## src/rtl/led_hyst_pkg.sv

```systemverilog
package led_hyst_pkg;

    localparam int NUM_CH = 3;
    localparam int ADDR_W = 7;
    localparam int DATA_W = 8;
    localparam int SPI_FRAME_BITS = 16;
    localparam int SPI_HDR_BITS = 8;

    localparam logic [6:0] ADDR_HYST_CH1 = 7'h0b;
    localparam logic [6:0] ADDR_HYST_CH2 = 7'h0c;
    localparam logic [6:0] ADDR_HYST_CH3 = 7'h0d;
    localparam logic [6:0] ADDR_VOUT_ON_CH1 = 7'h20;
    localparam logic [6:0] ADDR_VOUT_OFF_CH1 = 7'h21;
    localparam logic [6:0] ADDR_VOUT_ON_CH2 = 7'h22;
    localparam logic [6:0] ADDR_VOUT_OFF_CH2 = 7'h23;
    localparam logic [6:0] ADDR_VOUT_ON_CH3 = 7'h24;
    localparam logic [6:0] ADDR_VOUT_OFF_CH3 = 7'h25;

    localparam int HYST_SEL_LSB = 0;
    localparam int HYST_SEL_W = 2;
    localparam logic [1:0] HYST_SEL_RESET = 2'h0;
    localparam logic [7:0] VOUT_RESET = 8'h00;
    localparam logic [7:0] UNMAPPED_READ = 8'h00;

    localparam int CLK_PERIOD_NS = 10;
    localparam int OC_OFF_TIME_MS = 16;
    localparam int OC_OFF_CYCLES = OC_OFF_TIME_MS * 1000000 / CLK_PERIOD_NS;
    localparam int MEAS_PERIOD_US = 10;
    localparam int MEAS_PERIOD_CYCLES = MEAS_PERIOD_US * 1000 / CLK_PERIOD_NS;
    localparam int STATIC_REFRESH_US = 1000;
    localparam int STATIC_REFRESH_CYCLES = STATIC_REFRESH_US * 1000 / CLK_PERIOD_NS;

    // Sync bit order: {oc[2:0], dim[2:0], mosi, csn, sck}
    localparam logic [8:0] SYNC_RESET = 9'h002;

    typedef struct packed {
        logic gate_on;
        logic [1:0] hyst_sel;
        logic current_range;
    } ch_drive_s;

    typedef enum {SPI_IDLE, SPI_HEADER, SPI_DATA, SPI_DONE} spi_state_e;

endpackage

```

## src/rtl/led_hyst_vout_capture_regs.sv

```systemverilog
`timescale 1ns/1ps

module led_hyst_vout_capture_regs #(
    parameter int OC_OFF_CYCLES = led_hyst_pkg::OC_OFF_CYCLES,
    parameter int MEAS_PERIOD_CYCLES = led_hyst_pkg::MEAS_PERIOD_CYCLES,
    parameter int STATIC_REFRESH_CYCLES = led_hyst_pkg::STATIC_REFRESH_CYCLES
) (
    input wire logic MCLK,
    input wire logic RESETN,
    input wire logic SCK,
    input wire logic CSN,
    input wire logic MOSI,
    output logic MISO_O,
    output logic MISO_OE,
    input wire logic [2:0] DIM_INPUT,
    input wire logic [2:0] DIM_INPUT_ENABLE,
    input wire logic [2:0] CURRENT_RANGE,
    input wire logic [2:0] OVERCURRENT,
    input wire logic [2:0][7:0] VOUT_CODE,
    output led_hyst_pkg::ch_drive_s [2:0] CH_DRIVE
);

    localparam int OC_W = $clog2(OC_OFF_CYCLES + 1);
    localparam int MEAS_W = $clog2(MEAS_PERIOD_CYCLES + 1);
    localparam int STAT_W = $clog2(STATIC_REFRESH_CYCLES + 1);
    localparam logic [OC_W-1:0] OC_LOAD = OC_W'(OC_OFF_CYCLES);
    localparam logic [MEAS_W-1:0] MEAS_LAST = MEAS_W'(MEAS_PERIOD_CYCLES - 1);
    localparam logic [STAT_W-1:0] STAT_LAST = STAT_W'(STATIC_REFRESH_CYCLES - 1);

    logic [8:0] meta_reg;
    logic [8:0] sync_reg;
    logic sck_s;
    logic csn_s;
    logic mosi_s;
    logic [2:0] dim_s;
    logic [2:0] oc_s;
    logic sck_prev_reg;
    logic sck_rise;
    logic sck_fall;

    led_hyst_pkg::spi_state_e spi_state_reg;
    logic [3:0] bit_cnt_reg;
    logic [14:0] shift_reg;
    logic [7:0] tx_reg;
    logic wr_cmd_reg;
    logic [6:0] addr_reg;
    logic miso_reg;
    logic miso_oe_reg;
    logic [7:0] hdr_byte;
    logic [7:0] wr_byte;
    logic wr_strobe;

    logic [1:0] hyst_reg [3];
    logic [7:0] vout_high_reg [3];
    logic [7:0] vout_low_reg [3];

    logic [MEAS_W-1:0] meas_cnt_reg;
    logic meas_tick;
    logic [7:0] latest_reg [3];
    logic [2:0] latest_level_reg;
    logic [2:0] latest_valid_reg;
    logic [2:0] dim_prev_reg;
    logic [STAT_W-1:0] stat_cnt_reg [3];
    logic [OC_W-1:0] oc_cnt_reg [3];

    function automatic logic [7:0] reg_read(input logic [6:0] addr);
        logic [7:0] val;
        val = led_hyst_pkg::UNMAPPED_READ;
        case (addr)
            led_hyst_pkg::ADDR_HYST_CH1: val = {6'h00, hyst_reg[0]};
            led_hyst_pkg::ADDR_HYST_CH2: val = {6'h00, hyst_reg[1]};
            led_hyst_pkg::ADDR_HYST_CH3: val = {6'h00, hyst_reg[2]};
            led_hyst_pkg::ADDR_VOUT_ON_CH1: val = vout_high_reg[0];
            led_hyst_pkg::ADDR_VOUT_OFF_CH1: val = vout_low_reg[0];
            led_hyst_pkg::ADDR_VOUT_ON_CH2: val = vout_high_reg[1];
            led_hyst_pkg::ADDR_VOUT_OFF_CH2: val = vout_low_reg[1];
            led_hyst_pkg::ADDR_VOUT_ON_CH3: val = vout_high_reg[2];
            led_hyst_pkg::ADDR_VOUT_OFF_CH3: val = vout_low_reg[2];
            default: val = led_hyst_pkg::UNMAPPED_READ;
        endcase
        return val;
    endfunction

    // The SPI, dim and overcurrent pins pass two flops; only sync_reg is read by logic
    always_ff @(posedge MCLK or negedge RESETN) begin
        if (!RESETN) begin
            meta_reg <= led_hyst_pkg::SYNC_RESET;
            sync_reg <= led_hyst_pkg::SYNC_RESET;
        end else begin
            meta_reg <= {OVERCURRENT, DIM_INPUT, MOSI, CSN, SCK};
            sync_reg <= meta_reg;
        end
    end

    assign sck_s = sync_reg[0];
    assign csn_s = sync_reg[1];
    assign mosi_s = sync_reg[2];
    assign dim_s = sync_reg[5:3];
    assign oc_s = sync_reg[8:6];

    always_ff @(posedge MCLK or negedge RESETN) begin
        if (!RESETN) begin
            sck_prev_reg <= 1'b0;
        end else begin
            sck_prev_reg <= sck_s;
        end
    end

    assign sck_rise = sck_s & ~sck_prev_reg & ~csn_s;
    assign sck_fall = ~sck_s & sck_prev_reg & ~csn_s;
    assign hdr_byte = {shift_reg[6:0], mosi_s};
    assign wr_byte = {shift_reg[6:0], mosi_s};
    assign wr_strobe = (spi_state_reg == led_hyst_pkg::SPI_DATA) && sck_rise &&
                       (bit_cnt_reg == 4'(led_hyst_pkg::SPI_FRAME_BITS - 1)) && wr_cmd_reg;

    // Frame: bit 15 write flag, bits 14:8 address, bits 7:0 data, MSB first
    always_ff @(posedge MCLK or negedge RESETN) begin
        if (!RESETN) begin
            spi_state_reg <= led_hyst_pkg::SPI_IDLE;
            bit_cnt_reg <= 4'h0;
            shift_reg <= 15'h0000;
            tx_reg <= 8'h00;
            wr_cmd_reg <= 1'b0;
            addr_reg <= 7'h00;
        end else if (csn_s) begin
            spi_state_reg <= led_hyst_pkg::SPI_IDLE;
            bit_cnt_reg <= 4'h0;
        end else begin
            case (spi_state_reg)
                led_hyst_pkg::SPI_IDLE: begin
                    spi_state_reg <= led_hyst_pkg::SPI_HEADER;
                end
                led_hyst_pkg::SPI_HEADER: begin
                    if (sck_rise) begin
                        shift_reg <= {shift_reg[13:0], mosi_s};
                        bit_cnt_reg <= bit_cnt_reg + 4'h1;
                        if (bit_cnt_reg == 4'(led_hyst_pkg::SPI_HDR_BITS - 1)) begin
                            wr_cmd_reg <= hdr_byte[7];
                            addr_reg <= hdr_byte[6:0];
                            tx_reg <= reg_read(hdr_byte[6:0]);
                            spi_state_reg <= led_hyst_pkg::SPI_DATA;
                        end
                    end
                end
                led_hyst_pkg::SPI_DATA: begin
                    if (sck_rise) begin
                        shift_reg <= {shift_reg[13:0], mosi_s};
                        bit_cnt_reg <= bit_cnt_reg + 4'h1;
                        if (bit_cnt_reg == 4'(led_hyst_pkg::SPI_FRAME_BITS - 1)) begin
                            spi_state_reg <= led_hyst_pkg::SPI_DONE;
                        end
                    end else if (sck_fall) begin
                        tx_reg <= {tx_reg[6:0], 1'b0};
                    end
                end
                led_hyst_pkg::SPI_DONE: begin
                    spi_state_reg <= led_hyst_pkg::SPI_DONE;
                end
                default: begin
                    spi_state_reg <= led_hyst_pkg::SPI_IDLE;
                end
            endcase
        end
    end

    // Data bit leaves on the falling edge so it is stable at the next rise
    always_ff @(posedge MCLK or negedge RESETN) begin
        if (!RESETN) begin
            miso_reg <= 1'b0;
            miso_oe_reg <= 1'b0;
        end else begin
            miso_oe_reg <= ~csn_s;
            if (csn_s) begin
                miso_reg <= 1'b0;
            end else if (sck_fall && spi_state_reg == led_hyst_pkg::SPI_DATA && !wr_cmd_reg) begin
                miso_reg <= tx_reg[7];
            end
        end
    end

    assign MISO_O = miso_reg;
    assign MISO_OE = miso_oe_reg;

    // Reserved bits are dropped, so they always read back as zero
    always_ff @(posedge MCLK or negedge RESETN) begin
        if (!RESETN) begin
            for (int i = 0; i < led_hyst_pkg::NUM_CH; i++) begin
                hyst_reg[i] <= led_hyst_pkg::HYST_SEL_RESET;
            end
        end else if (wr_strobe) begin
            case (addr_reg)
                led_hyst_pkg::ADDR_HYST_CH1: hyst_reg[0] <= wr_byte[1:0];
                led_hyst_pkg::ADDR_HYST_CH2: hyst_reg[1] <= wr_byte[1:0];
                led_hyst_pkg::ADDR_HYST_CH3: hyst_reg[2] <= wr_byte[1:0];
                default: begin
                end
            endcase
        end
    end

    always_ff @(posedge MCLK or negedge RESETN) begin
        if (!RESETN) begin
            meas_cnt_reg <= '0;
        end else if (meas_cnt_reg == MEAS_LAST) begin
            meas_cnt_reg <= '0;
        end else begin
            meas_cnt_reg <= meas_cnt_reg + MEAS_W'(1);
        end
    end

    assign meas_tick = (meas_cnt_reg == MEAS_LAST);

    // Each sample is tagged with the dim level it was taken under
    always_ff @(posedge MCLK or negedge RESETN) begin
        if (!RESETN) begin
            latest_level_reg <= 3'h0;
            latest_valid_reg <= 3'h0;
            for (int i = 0; i < led_hyst_pkg::NUM_CH; i++) begin
                latest_reg[i] <= led_hyst_pkg::VOUT_RESET;
            end
        end else if (meas_tick) begin
            latest_level_reg <= dim_s;
            latest_valid_reg <= 3'h7;
            for (int i = 0; i < led_hyst_pkg::NUM_CH; i++) begin
                latest_reg[i] <= VOUT_CODE[i];
            end
        end
    end

    always_ff @(posedge MCLK or negedge RESETN) begin
        if (!RESETN) begin
            dim_prev_reg <= 3'h0;
            for (int i = 0; i < led_hyst_pkg::NUM_CH; i++) begin
                stat_cnt_reg[i] <= '0;
            end
        end else begin
            dim_prev_reg <= dim_s;
            for (int i = 0; i < led_hyst_pkg::NUM_CH; i++) begin
                if (dim_s[i] != dim_prev_reg[i] || stat_cnt_reg[i] == STAT_LAST) begin
                    stat_cnt_reg[i] <= '0;
                end else begin
                    stat_cnt_reg[i] <= stat_cnt_reg[i] + STAT_W'(1);
                end
            end
        end
    end

    always_ff @(posedge MCLK or negedge RESETN) begin
        if (!RESETN) begin
            for (int i = 0; i < led_hyst_pkg::NUM_CH; i++) begin
                vout_high_reg[i] <= led_hyst_pkg::VOUT_RESET;
                vout_low_reg[i] <= led_hyst_pkg::VOUT_RESET;
            end
        end else begin
            for (int i = 0; i < led_hyst_pkg::NUM_CH; i++) begin
                if (latest_valid_reg[i]) begin
                    if (dim_s[i] != dim_prev_reg[i]) begin
                        if (latest_level_reg[i]) begin
                            vout_high_reg[i] <= latest_reg[i];
                        end else begin
                            vout_low_reg[i] <= latest_reg[i];
                        end
                    end else if (stat_cnt_reg[i] == STAT_LAST) begin
                        vout_high_reg[i] <= latest_reg[i];
                        vout_low_reg[i] <= latest_reg[i];
                    end
                end
            end
        end
    end

    // Retrigger while the comparator still trips, so a hard fault never restarts
    always_ff @(posedge MCLK or negedge RESETN) begin
        if (!RESETN) begin
            for (int i = 0; i < led_hyst_pkg::NUM_CH; i++) begin
                oc_cnt_reg[i] <= '0;
            end
        end else begin
            for (int i = 0; i < led_hyst_pkg::NUM_CH; i++) begin
                if (oc_s[i] && oc_cnt_reg[i] == '0) begin
                    oc_cnt_reg[i] <= OC_LOAD;
                end else if (oc_cnt_reg[i] != '0) begin
                    oc_cnt_reg[i] <= oc_cnt_reg[i] - OC_W'(1);
                end
            end
        end
    end

    always_ff @(posedge MCLK or negedge RESETN) begin
        if (!RESETN) begin
            CH_DRIVE <= '0;
        end else begin
            for (int i = 0; i < led_hyst_pkg::NUM_CH; i++) begin
                CH_DRIVE[i].gate_on <= DIM_INPUT_ENABLE[i] & dim_s[i] & ~oc_s[i] &
                                       (oc_cnt_reg[i] == '0);
                CH_DRIVE[i].hyst_sel <= hyst_reg[i];
                CH_DRIVE[i].current_range <= CURRENT_RANGE[i];
            end
        end
    end

endmodule

```

## config.mk

```make
export PLATFORM = sky130hd
export DESIGN_NAME = led_hyst_vout_capture_regs
export DESIGN_NICKNAME = d
export VERILOG_FILES = /design/src/rtl/led_hyst_pkg.sv /design/src/rtl/led_hyst_vout_capture_regs.sv
export SDC_FILE = /design/constraint.sdc
export NUM_CORES = 1
export LEC_CHECK = 0
export BUFFER_PORTS_ARGS = -buffer_cell sky130_fd_sc_hd__buf_4
export CAP_MARGIN = 20
export CORE_AREA = 2 2 157 159
export CTS_CLUSTER_SIZE = 16
export DETAILED_ROUTE_END_ITERATION = 10
export DIE_AREA = 0 0 159 161
export GPL_TIMING_DRIVEN = 0
export MAX_ROUTING_LAYER = met4
export PLACE_DENSITY = 0.67
export SETUP_SLACK_MARGIN = 0.3
export SKIP_CTS_REPAIR_TIMING = 1
export SYNTH_ARGS = -nofsm -noshare
export SYNTH_HDL_FRONTEND = slang
export SYNTH_SLANG_ARGS = --single-unit
```

## constraint.sdc

```tcl
create_clock -name MCLK -period 7.6 [get_ports MCLK]
set_input_delay 0.38 -clock MCLK [delete_from_list [all_inputs] [get_ports MCLK]]
set_output_delay 0.38 -clock MCLK [all_outputs]
set_load 0.1 [all_outputs]
```

==> metrics.yaml <==
status:
  status: "completed"
synth:
  synth_seq_cells: 271
  synth.top_cell.area_share_pct: 56.8
  synthesis.area_um2: 11800
  yosysWarnings: 0
  synth-main-ff-cell: "dfrtp_1"
  synth_edf_count: 0
  synth_commonest_cells: "dfrtp_1 (269), nor2_1 (103), mux2_2 (102), nand2_1 (59), xor2_1 (39)"
  ys_top_cells_by_area: "dfrtp_1 (57%), mux2_2 (9.7%), nor2_1 (3.3%)"
  synth_top_area_cell: "dfrtp_1"
  async_flop_share_pct: 100
  synth-seq-area-share_pct: 57.3
  post-synth-top-count-cell: "dfrtp_1"
  synth_cell_types: 63
  syn_nets: 1057
  syn_inst: 1004
  avgSynthCellArea_um2: 11.8
grt:
  grt_pass1_wl_mm: 38.6
  antenna_found_initial: 0
  track_usage_pct: 18.5
  grt_max_degree: 118
  overflow: 0
  grt_pass1_vias: 7610
setup_path:
  cp_slowest_cell: "o41ai_2"
  cp.required_ps: 8020
  path_class: "reg -> reg"
  worst_setup_path_end_kind: "flop"
  cp-start-kind: "flop"
  cp_cell_sequence: "ha_1, and4_1, nand2_1, o41ai_2, nand3_1, mux2_2"
  path_max_fanout: 10
  cp.arrival_ps: 3490
  crit_path_max_incr_delay_ps: 910
routing:
  vias: 7708
  ant_nets: 0
  via_per_inst: 5.32
  drtIter0Drc: 453
  avgRoutedWirePerCell_um: 15.4
  wl_mm: 22.3
  dr.pass1.iters: 4
  drc: 0
pwr:
  p_sw_mw: 0.855
  internal-power_mw: 2.44
  p_sw_share_pct: 26.0
  p_leak_nw: 6.18
  ir_worst_vdd_uv: 176
  combPwrFrac_pct: 10.1
  power.density_nw_per_um2: 240
  pwr-share-clk_pct: 39.9
  seqPwrFrac_pct: 50.0
floorplan:
  initial_core_util_pct: 49.4
  die_w_um: 159
  core-area_um2: 24000
  io_pins: 55
  die_y_um: 161
  num_rows: 57
  dieArea_um2: 25600
final_layout:
  multi_input_area_um2: 4820
  layout.nets: 1157
  seqCellArea_um2: 6780
  areaGrowthSynthToFinish_pct: 16.0
  antenna_cells: 0
  finalInstanceArea_um2: 13700
  layout-drive-gt1-share_pct: 20.8
  nFillCells: 2048
  largest_register_ffs: 63
min_path:
  hp-class: "in -> reg"
sta:
  final-hold-violation-count: 0
  maxSlewHeadroom_pct: 34.7
  min_period_over_period_pct: 40.4
  drv_slew: 0
  max_freq_mhz: 326
  worst_slew_pin_slew_ps: 968
  tns_ps: 0
  report.final.setup_viol: 0
  period_needed_ps: 3070
  rsz0062_at_grt: "no"
  clock_skew_ps: 15.5
clocking:
  cts_tree: "done"
  root_buffer: "clkbuf_16"
  path_clk_slew_ps: 60
  clock-sinks: 271
  numCtsBuffers: 28
  clock_path_buffers: 3
  clkLatencyLatePin_ps: 540
  htreeDepth: 1
place:
  port_buffers: 54
  dp_hpwl_mm: 15.0
  postPlaceCellArea_um2: 12700
  place_congestion: 0.787
job:
  max-cap-violations: 0
[through the flow]
step | hold WS [ps] | cells | util [%] | power, mW | setup WS, ps
4_1_cts | -262 | 1435 | 56.8 | 3.33 | 4470
3_3_place_gp | 332 | 1382 | 52.8 | 1.99 | 3810
5_1_grt | 52.2 | 1448 | 57.3 | 3.46 | 4200
6_report | 67.6 | 1448 | 57.3 | 3.29 | 4530
2_1_floorplan | 84.4 | 1004 | - | 1.87 | 5150
3_5_place_dp | 312 | 1385 | 53.1 | 2.00 | 4480
[cell type report]
| class | instances | share of cell area, % |
|---|---|---|
| plain buffers | 31 | 0.975 |
| clock buffers | 42 | 5.85 |
| clock inverters | 8 | 0.574 |
| inverters | 27 | 0.738 |
| multi-input cells | 675 | 35.1 |
| flip-flops and latches | 271 | 49.4 |
| well taps | 324 | 2.95 |
| repair buffers | 70 | 4.39 |
[logic make-up after synthesis]
family | Yosys count | share of synthesized area [%]
mux | 123 | 12.2
xor+xnor | 75 | 5.55
buf+inv | 58 | 1.99
simple gates | 355 | 15.6
fa+ha+maj | 12 | 1.27
compound gates | 110 | 6.13
flops | 271 | 57.3
[final timing paths]
| kind | cells past startpoint | to | from | slack [ps] |
|---|---|---|---|---|
| max in group asynchronous | 4 | vout_low_reg[0]$_DFFE_PN0P_ | RESETN | 5910 |
| setup / recovery | 6 | vout_low_reg[14]$_DFFE_PN0P_ | stat_cnt_reg[17]$_DFF_PN0_ | 4530 |
| hold reg to reg | 0 | sync_reg[4]$_DFF_PN0_ | meta_reg[4]$_DFF_PN0_ | 350 |
| setup reg to reg | 6 | vout_low_reg[14]$_DFFE_PN0P_ | stat_cnt_reg[17]$_DFF_PN0_ | 4530 |
| min in group asynchronous | 2 | meta_reg[8]$_DFF_PN0_ | RESETN | 340 |
| hold / removal | 2 | latest_reg[15]$_DFFE_PN0N_ | VOUT_CODE[15] | 70 |
[power groups by stage]
| stage | registers (mW) | clock network (mW) | logic, mW |
|---|---|---|---|
| 5_1_grt | 1.66 | 1.41 | 0.384 |
| 4_1_cts | 1.64 | 1.35 | 0.335 |
| 2_1_floorplan | 1.65 | 0 | 0.219 |
| 3_5_place_dp | 1.67 | 0 | 0.334 |
| 6_report | 1.65 | 1.31 | 0.333 |
| 3_3_place_gp | 1.66 | 0 | 0.321 |
[worst max-delay path: cells and delay by family (launching register included)]
family | cells | cell delay [ps]
multiplexers | 1 | 440
AND/OR/NAND/NOR | 3 | 940
flip-flops | 1 | 420
AO/OA/AOI/OAI | 1 | 910
adder cells (fa/ha/maj) | 1 | 230
[layout by cell type (no fill, tap or decap), types with 13 or more instances in the layout]
| cell type | count |
|---|---|
| nand2_1 | 59 |
| clkbuf_16 | 28 |
| mux2_2 | 102 |
| buf_4 | 54 |
| or4_1 | 16 |
| dfrtp_1 | 269 |
| nor3_1 | 32 |
| nor4_1 | 18 |
| mux2i_1 | 14 |
| dlygate4sd3_1 | 13 |
| o21ai_0 | 37 |
| xor2_1 | 39 |
| clkbuf_1 | 31 |
| a21oi_1 | 22 |
| nand3_1 | 27 |
| xnor2_1 | 36 |
| nor2_1 | 103 |
| or3_1 | 25 |
| inv_1 | 27 |
[metal layers]
metal	GRT usage [%]	vias to the layer above	share of wire [%]
met5	-	-	0
met4	3.64	0	1.7
met3	2.85	28	2.8
met2	28.3	88	46
met1	26.6	3824	50
li1	-	3768	-
No activity file was read; power rests on OpenSTA's default activity.
